## config.mk

```make
export PLATFORM = sky130hd
export DESIGN_NAME = iodr_record
export DESIGN_NICKNAME = d
export VERILOG_FILES = /design/src/iodr_record.v /design/src/iodr_stamp.v
export VERILOG_INCLUDE_DIRS = /design/src
export SDC_FILE = /design/constraint.sdc
export NUM_CORES = 1
export LEC_CHECK = 0
export ABC_AREA = 1
export BUFFER_PORTS_ARGS = -buffer_cell sky130_fd_sc_hd__buf_4
export CAP_MARGIN = 25
export CELL_PAD_IN_SITES_DETAIL_PLACEMENT = 1
export CELL_PAD_IN_SITES_GLOBAL_PLACEMENT = 1
export CORE_UTILIZATION = 34
export DETAILED_ROUTE_END_ITERATION = 7
export GPL_ROUTABILITY_DRIVEN = 0
export PLACE_DENSITY = 0.87
export SYNTH_ARGS = -nofsm -noshare
export SYNTH_HDL_FRONTEND = slang
export SYNTH_SLANG_ARGS = --single-unit
```

## constraint.sdc

```tcl
create_clock -name clk_sys -period 0.95 [get_ports clk_sys]
set_clock_uncertainty 0.05 [all_clocks]
set_input_delay 0.0475 -clock clk_sys [delete_from_list [all_inputs] [get_ports clk_sys]]
set_output_delay 0.0475 -clock clk_sys [all_outputs]
set_load 0.02 [all_outputs]
```

## src/iodr_regs.vh

```
// Constants for the diagnostic record of a four-channel digital input module.
// Assumes a byte-wide record read interface from the backplane bus controller.
// Function
// RQ1: Module class byte low four bits read 1111b, digital module; bits 7..5 reserved.
// RQ2: Module class bit 4 flags that per-channel information is present.
// RQ3: Channel kind byte reads 70h in bits 6..0; bit 7 reads zero.
// RQ4: Diagnostic bits per channel byte reads 00h.
// RQ5: Channel count byte reads 04h.
// RQ6: Timestamp bytes 0..3 hold microsecond ticker sampled at record generation.
// RQ7: All four timestamp bytes are captured in one clock cycle.
// RQ8: Full record read as set 01h; first four bytes also as set 00h.
// RQ9: Over CANopen the full record sits at object index 2F01h.
// RQ10: Over the Ethernet fieldbus fields are subindices of object 5005h.
// RQ11: Module raises no interrupts; record is read on demand only.
`ifndef IODR_REGS_VH
`define IODR_REGS_VH

// Record set numbers
`define IODR_SET_SHORT 8'h00
`define IODR_SET_FULL 8'h01
`define IODR_SHORT_LEN 5'h04
`define IODR_FULL_LEN 5'h14

// Byte offsets inside the record
`define IODR_OFF_ERR_A 5'h00
`define IODR_OFF_CLASS 5'h01
`define IODR_OFF_ERR_C 5'h02
`define IODR_OFF_ERR_D 5'h03
`define IODR_OFF_KIND 5'h04
`define IODR_OFF_NBITS 5'h05
`define IODR_OFF_NCH 5'h06
`define IODR_OFF_RESERVED_CHANNEL_ERROR 5'h07
`define IODR_OFF_RESERVED_PER_CHANNEL_ERROR_LO 5'h08
`define IODR_OFF_RESERVED_PER_CHANNEL_ERROR_HI 5'h0f
`define IODR_OFF_STAMP0 5'h10
`define IODR_OFF_STAMP3 5'h13

// Field values
`define IODR_CLASS_DIGITAL 4'hf
`define IODR_CHINFO_BIT 4
`define IODR_KIND_DIGIN 7'h70
`define IODR_NBITS_VAL 8'h00
`define IODR_NCH_VAL 8'h04
`define IODR_RSVD_VAL 8'h00
`define IODR_CLASS_RSVD 3'h0
`define IODR_CHINFO_ON 1'h1
`define IODR_KIND_TOP 1'h0

// Fieldbus addressing handed to the coupler
`define IODR_CAN_INDEX_FULL 16'h2f01
`define IODR_CAN_INDEX_SHORT 16'h2f00
`define IODR_ECAT_INDEX 16'h5005

`endif

```

## src/iodr_record.v

```verilog
// Diagnostic record of a four-channel digital input module.
// Assumes the coupler issues one byte read per cycle and asks for generation first.
`timescale 1ns/1ps
`default_nettype none
`include "iodr_regs.vh"
module iodr_record (
  // Clock and reset
  input wire clk_sys,
  input wire resetn,
  // Ticker from the head module
  input wire [31:0] ticker_us,
  // Record access
  input wire gen_req,
  input wire rd_req,
  input wire [7:0] record_set_number,
  input wire [4:0] rd_offset,
  output reg rd_valid_r,
  output reg [7:0] rd_data_r,
  output reg rd_err_r,
  // Identity
  output wire [15:0] can_index_full,
  output wire [15:0] ecat_index
);
  // Read timing: the request is sampled at edge c0, where offset and checks are registered;
  // the answer registers load at c1, so rd_valid_r is seen high at edge c2.
  // Back-to-back requests stream one answer per cycle.

  // Read pipeline, stage 1
  reg [4:0] off_q_r;
  reg ok_q_r;
  reg stamp_q_r;
  reg rd_pend_r;
  // Next values of the answer registers
  reg [7:0] rd_data_nxt;
  reg rd_err_nxt;
  // Decode and datapath
  wire [7:0] stamp_byte;
  wire [7:0] fixed_byte;
  wire [1:0] stamp_sel;
  wire in_range;
  wire stamp_hit;

  // Only the two documented set numbers are served
  function set_known;
    input [7:0] set_num;
    begin
      if (set_num == `IODR_SET_FULL) begin
        set_known = 1'b1;
      end else if (set_num == `IODR_SET_SHORT) begin
        set_known = 1'b1;
      end else begin
        set_known = 1'b0;
      end
    end
  endfunction

  // Short set exposes only the first four bytes
  function [4:0] set_length;
    input [7:0] set_num;
    begin
      if (set_num == `IODR_SET_FULL) begin
        set_length = `IODR_FULL_LEN;
      end else begin
        set_length = `IODR_SHORT_LEN;
      end
    end
  endfunction

  // A refused read still takes its slot in the pipeline and answers with an error
  function offset_in_set;
    input [7:0] set_num;
    input [4:0] off;
    begin
      if (!set_known(set_num)) begin
        offset_in_set = 1'b0;
      end else begin
        offset_in_set = (off < set_length(set_num)); // [RQ8]
      end
    end
  endfunction

  function is_stamp;
    input [4:0] off;
    begin
      if ((off >= `IODR_OFF_STAMP0) && (off <= `IODR_OFF_STAMP3)) begin
        is_stamp = 1'b1;
      end else begin
        is_stamp = 1'b0;
      end
    end
  endfunction

  // Byte lane of the stamp, lowest offset holding the least significant byte
  function [1:0] stamp_lane;
    input [4:0] off;
    reg [4:0] rel;
    begin
      rel = off - `IODR_OFF_STAMP0;
      stamp_lane = rel[1:0];
    end
  endfunction

  // Constant bytes; every other offset outside the stamp bytes is reserved and reads 00h
  function [7:0] fixed_value;
    input [4:0] off;
    begin
      if (off == `IODR_OFF_CLASS) begin
        fixed_value = {`IODR_CLASS_RSVD, `IODR_CHINFO_ON, `IODR_CLASS_DIGITAL}; // [RQ1] [RQ2]
      end else if (off == `IODR_OFF_KIND) begin
        fixed_value = {`IODR_KIND_TOP, `IODR_KIND_DIGIN}; // [RQ3]
      end else if (off == `IODR_OFF_NBITS) begin
        fixed_value = `IODR_NBITS_VAL; // [RQ4]
      end else if (off == `IODR_OFF_NCH) begin
        fixed_value = `IODR_NCH_VAL; // [RQ5]
      end else begin
        fixed_value = `IODR_RSVD_VAL;
      end
    end
  endfunction

  assign can_index_full = `IODR_CAN_INDEX_FULL; // [RQ9]
  assign ecat_index = `IODR_ECAT_INDEX; // [RQ10]

  assign in_range = offset_in_set(record_set_number, rd_offset); // [RQ8]
  assign stamp_hit = is_stamp(rd_offset);
  assign fixed_byte = fixed_value(off_q_r);
  // The stamp byte register loads on the request edge, so it indexes by the live offset;
  // a capture on that same edge is seen only by later reads
  assign stamp_sel = stamp_lane(rd_offset);

  iodr_stamp u_stamp (
    .clk_sys(clk_sys),
    .resetn(resetn),
    .capture(gen_req),
    .ticker_us(ticker_us),
    .byte_sel(stamp_sel),
    .byte_data_r(stamp_byte)
  );

  // Stage 1: offset kept for the constant-byte decode
  always @(posedge clk_sys or negedge resetn) begin
    if (!resetn) begin
      off_q_r <= `IODR_OFF_ERR_A;
    end else if (rd_req) begin
      off_q_r <= rd_offset;
    end
  end

  always @(posedge clk_sys or negedge resetn) begin
    if (!resetn) begin
      ok_q_r <= 1'b0;
    end else begin
      ok_q_r <= rd_req & in_range;
    end
  end

  always @(posedge clk_sys or negedge resetn) begin
    if (!resetn) begin
      stamp_q_r <= 1'b0;
    end else begin
      stamp_q_r <= rd_req & stamp_hit;
    end
  end

  // Marks that an answer is due on the next edge
  always @(posedge clk_sys or negedge resetn) begin
    if (!resetn) begin
      rd_pend_r <= 1'b0;
    end else begin
      rd_pend_r <= rd_req;
    end
  end

  // Refused reads answer with the error flag and a zero byte
  always @* begin
    rd_err_nxt = 1'b0;
    if (rd_pend_r) begin
      rd_err_nxt = ~ok_q_r; // [RQ8]
    end
  end

  // Data holds between answers so the coupler may sample it late
  always @* begin
    rd_data_nxt = rd_data_r;
    if (rd_pend_r) begin
      if (!ok_q_r) begin
        rd_data_nxt = `IODR_RSVD_VAL;
      end else if (stamp_q_r) begin
        rd_data_nxt = stamp_byte; // [RQ6]
      end else begin
        rd_data_nxt = fixed_byte;
      end
    end
  end

  // Stage 2: the answer is only ever a reply to a read; no event output exists
  always @(posedge clk_sys or negedge resetn) begin
    if (!resetn) begin
      rd_valid_r <= 1'b0;
    end else begin
      rd_valid_r <= rd_pend_r; // [RQ11]
    end
  end

  // Error flag stands for the answer cycle only
  always @(posedge clk_sys or negedge resetn) begin
    if (!resetn) begin
      rd_err_r <= 1'b0;
    end else begin
      rd_err_r <= rd_err_nxt;
    end
  end

  // Read data register
  always @(posedge clk_sys or negedge resetn) begin
    if (!resetn) begin
      rd_data_r <= `IODR_RSVD_VAL;
    end else begin
      rd_data_r <= rd_data_nxt;
    end
  end
endmodule // iodr_record
`default_nettype wire

```

## src/iodr_stamp.v

```verilog
// Four-byte timestamp holder for the diagnostic record.
// Assumes the ticker input is synchronous to clk_sys.
`timescale 1ns/1ps
`default_nettype none
module iodr_stamp (
  // Clock and reset
  input wire clk_sys,
  input wire resetn,
  // Capture
  input wire capture,
  input wire [31:0] ticker_us,
  // Byte read
  input wire [1:0] byte_sel,
  output reg [7:0] byte_data_r
);
  reg [31:0] stamp_r;

  // One wide load keeps a multi-byte read coherent
  always @(posedge clk_sys or negedge resetn) begin
    if (!resetn) begin
      stamp_r <= 32'h00000000;
    end else if (capture) begin
      stamp_r <= ticker_us; // [RQ6] [RQ7]
    end
  end

  always @(posedge clk_sys or negedge resetn) begin
    if (!resetn) begin
      byte_data_r <= 8'h00;
    end else begin
      byte_data_r <= stamp_r[{byte_sel, 3'h0} +: 8];
    end
  end
endmodule // iodr_stamp
`default_nettype wire

```

==> flow_results.xml <==
<?xml version="1.0" encoding="UTF-8"?>
<metrics>
  <group name="yosys">
    <metric name="syn_inst" unit="">272</metric>
    <metric name="synth_seq_area_share" unit="">0.540</metric>
    <metric name="post_synth_num_cell_types" unit="">20</metric>
    <metric name="synth_enable_flop_cells" unit="">0</metric>
    <metric name="synth-seq-cells" unit="">58</metric>
    <metric name="post-synth-top-count-cell" unit="">dfrtp_1</metric>
    <metric name="synthArstFlopShare" unit="">1.00</metric>
    <metric name="synth-main-ff-cell" unit="">dfrtp_1</metric>
    <metric name="cell_taking_the_most_area_after_synthesis" unit="">dfrtp_1</metric>
    <metric name="post-synth-top-area-fraction" unit="">0.540</metric>
    <metric name="ys_top_cells_by_count" unit="">dfrtp_1, nand2_1, buf_4</metric>
    <metric name="post_synth_instance_area" unit="um2">2690</metric>
    <metric name="syn-mean-instance-area" unit="um2">9.89</metric>
    <metric name="synth_warnings" unit="">0</metric>
    <metric name="synth.top_cells.by_area" unit="">dfrtp_1, mux2_2, buf_4</metric>
  </group>
  <group name="route">
    <metric name="detailroute.via_count" unit="">2207</metric>
    <metric name="antenna_left" unit="">0</metric>
    <metric name="postRouteWirelength" unit="um">6970</metric>
    <metric name="detail_route.drc_violations" unit="">0</metric>
    <metric name="drt_pre_antenna_iters" unit="">4</metric>
    <metric name="number_of_design_rule_violations_left_by_the_first_detailed_router_iteration" unit="">73</metric>
    <metric name="via_count_normalized_by_instance_count" unit="">4.46</metric>
    <metric name="route.detailed.wl_per_inst" unit="um">14.1</metric>
  </group>
  <group name="sta">
    <metric name="final_hold_viol_count" unit="">0</metric>
    <metric name="setup_tns" unit="ns">-0.339</metric>
    <metric name="timing.final.setup_violations" unit="">13</metric>
    <metric name="layout_min_cycle_time" unit="ns">1.02</metric>
    <metric name="min_period_over_period" unit="">1.07</metric>
    <metric name="fmax" unit="MHz">983</metric>
    <metric name="final.setup.worst_slack" unit="ns">-0.0670</metric>
    <metric name="slew_violations" unit="">0</metric>
    <metric name="grt_setup_unrepaired" unit="">true</metric>
  </group>
  <group name="die">
    <metric name="io_pins" unit="">91</metric>
    <metric name="dieArea" unit="um2">8270</metric>
    <metric name="initial_core_util" unit="">0.350</metric>
    <metric name="die-height" unit="um">90.9</metric>
    <metric name="design.core.area" unit="um2">7690</metric>
    <metric name="die_x" unit="um">90.9</metric>
    <metric name="core.rowCount" unit="">32</metric>
  </group>
  <group name="outcome">
    <metric name="violations_in_the_final_reports" unit="">negative setup slack</metric>
    <metric name="run_status" unit="">finished, violations left</metric>
  </group>
  <group name="grt">
    <metric name="grt_start_max_net_pins" unit="">34</metric>
    <metric name="grt_pass1_vias" unit="">2433</metric>
    <metric name="global_route_total_overflow" unit="">0</metric>
    <metric name="wire_length_of_the_first_global_routing_pass" unit="um">11500</metric>
    <metric name="antenna_found_initial" unit="">0</metric>
    <metric name="grtUsageTotal" unit="">0.185</metric>
  </group>
  <group name="pwr">
    <metric name="vdd.ir_drop.worst" unit="mV">0.832</metric>
    <metric name="power_density" unit="nW/um2">1590</metric>
    <metric name="leakagePower" unit="uW">0.00194</metric>
  </group>
  <group name="worst_setup_path">
    <metric name="path_class" unit="">reg2reg</metric>
    <metric name="worst-endpoint-arrival" unit="ns">1.24</metric>
    <metric name="setup.worst_path.start_class" unit="">register</metric>
    <metric name="max_stage_delay" unit="ns">0.41</metric>
    <metric name="crit_path_max_fanout" unit="">3</metric>
    <metric name="path_common_cell" unit="">nand2_1</metric>
    <metric name="setup.worst_path.end_class" unit="">register</metric>
    <metric name="cp_cell_sequence" unit="">nor2_2, nand3_2, nand2_2, nand2_1, nand2_1</metric>
    <metric name="worst_setup_path_startpoint" unit="">off_q_r[4]</metric>
    <metric name="timing.critical_path.slowest_stage_cell" unit="">dfrtp_1</metric>
    <metric name="cp_data_required_time" unit="ns">1.17</metric>
    <metric name="regToRegStartpoint" unit="">off_q_r[4]</metric>
  </group>
  <group name="run">
    <metric name="max_cap_viol_count" unit="">0</metric>
  </group>
  <group name="placed_design">
    <metric name="number_of_port_buffers" unit="">58</metric>
    <metric name="place_area" unit="um2">3190</metric>
    <metric name="hpwl" unit="um">4520</metric>
    <metric name="preCtsSetupSlack" unit="ns">-0.239</metric>
  </group>
  <group name="clocking">
    <metric name="clk_pin_slew_worst_paths" unit="ns">0.06</metric>
    <metric name="worstSkewPairLatency" unit="ns">0.34</metric>
    <metric name="number_of_sinks_driven_by_the_clock_tree" unit="">58</metric>
    <metric name="cts-root-to-sink-buffers" unit="">2</metric>
    <metric name="cts-buffers-inserted" unit="">9</metric>
    <metric name="cts_root_buf" unit="">clkbuf_8</metric>
    <metric name="tritoncts" unit="">done</metric>
    <metric name="htreeDepth" unit="">3</metric>
  </group>
  <group name="final_layout">
    <metric name="diodes" unit="">0</metric>
    <metric name="final_area" unit="um2">3960</metric>
    <metric name="final_net_count" unit="">438</metric>
    <metric name="area_growth_syn_to_layout" unit="%">47.2</metric>
    <metric name="layout-drive-gt1-share" unit="">0.372</metric>
  </group>
  <group name="worst_hold_path">
    <metric name="timing.hold.worst.class" unit="">in2reg</metric>
    <metric name="hold_path_startpoint" unit="">record_set_number[6]</metric>
  </group>
</metrics>
==> state kept, by name, summed over array words and instances, names as in the netlist <==
name                 cells
stamp_q_r                1
off_q_r                  5
rd_err_r                 1
u_stamp.stamp_r         32
u_stamp.byte_data_r      8
rd_valid_r               1
rd_pend_r                1
ok_q_r                   1
rd_data_r                8
==> report_power, final <==
part	switching, uW	internal (uW)
Sequential	112	2670
Clock	1000	1540
Combinational	498	474
==> metrics by stage <==
stage | utilization | power (uW) | std cells | hold WS (ns)
finish | 0.515 | 6290 | 495 | 0.0245
global route | 0.515 | 6580 | 495 | 0.0183
CTS | 0.509 | 6300 | 493 | 0.00538
detailed placement | 0.414 | 3610 | 431 | -0.0917
global placement | 0.414 | 3560 | 431 | -0.0990
floorplan | - | 3340 | 302 | -0.298
==> path summary, 6_finish.rpt <==
check	to	slack [ns]	cells past startpoint
worst min register to register	rd_valid_r	0.40	0
worst max-delay path	rd_data_r[3]	-0.07	5
worst max register to register	rd_data_r[3]	-0.07	5
min in group asynchronous	u_stamp.stamp_r[21]	0.08	2
worst min-delay path	ok_q_r	0.02	5
max in group asynchronous	u_stamp.stamp_r[15]	0.29	3
==> area by class of cell <==
class	count	area, um2
repair buffers	117	1050
clock buffers	11	141
multi-input cells	186	1040
flip-flops and latches	58	1450
clock inverters	5	77.6
fillers	874	3730
inverters	16	66.3
well taps	102	128
==> cells in the final DEF (no fill, tap or decap) <==
cell type	netlist	final
buf_4	33	65
dfrtp_1	58	58
nand2_1	53	49
dlygate4sd3_1	0	38
conb_1	2	32
mux2_2	24	24
nor2_1	22	19
a21oi_1	21	18
o21ai_0	17	14
buf_6	2	11
inv_1	14	10
clkbuf_8	0	10
a21oi_2	3	6
o21ai_2	4	5
nand2_2	0	4
inv_2	0	3
nand3_1	6	3
clkinv_2	0	3
nand3_2	0	3
buf_12	0	3
inv_4	1	2
o21ai_1	0	2
nor3_1	2	2
nor2_2	0	2
bufinv_16	0	2
nor3b_2	0	1
nor2_4	0	1
ha_1	1	1
clkinvlp_4	0	1
clkbuf_1	1	1
==> metal layers <==
metal	part of all wire	global-route usage	vias to the layer above
li1	-	-	1048
met1	0.37	0.192	1071
met2	0.57	0.343	74
met3	0.044	0.0578	14
met4	0.017	0.0780	0
met5	0	0	-
==> worst max-delay path: cells and delay by family, from the launching register on <==
kind,cells,cell delay (ns)
and+or+nand+nor,5,0.50
DFF,1,0.41
==> cell families after synthesis <==
kind of cell / count (synthesis) / synth area share
other: 2 / 0.00279
adders and majority gates: 1 / 0.00465
muxes: 24 / 0.101
buffers and inverters: 58 / 0.136
AOI/OAI and AO/OA: 45 / 0.0935
DFF: 58 / 0.540
and+or+nand+nor: 84 / 0.122
==> repair_timing <==
item / 4_1_cts / 5_1_grt
endpoints found under the setup margin: 19 / 22
hold endpoints to repair: 98 / 0
resized for setup: 22 / 13
pin swaps: 2 / 5
hold buffers: 38 / 0
setup buffers: 8 / 2
Power figures use the tool's default switching activity.
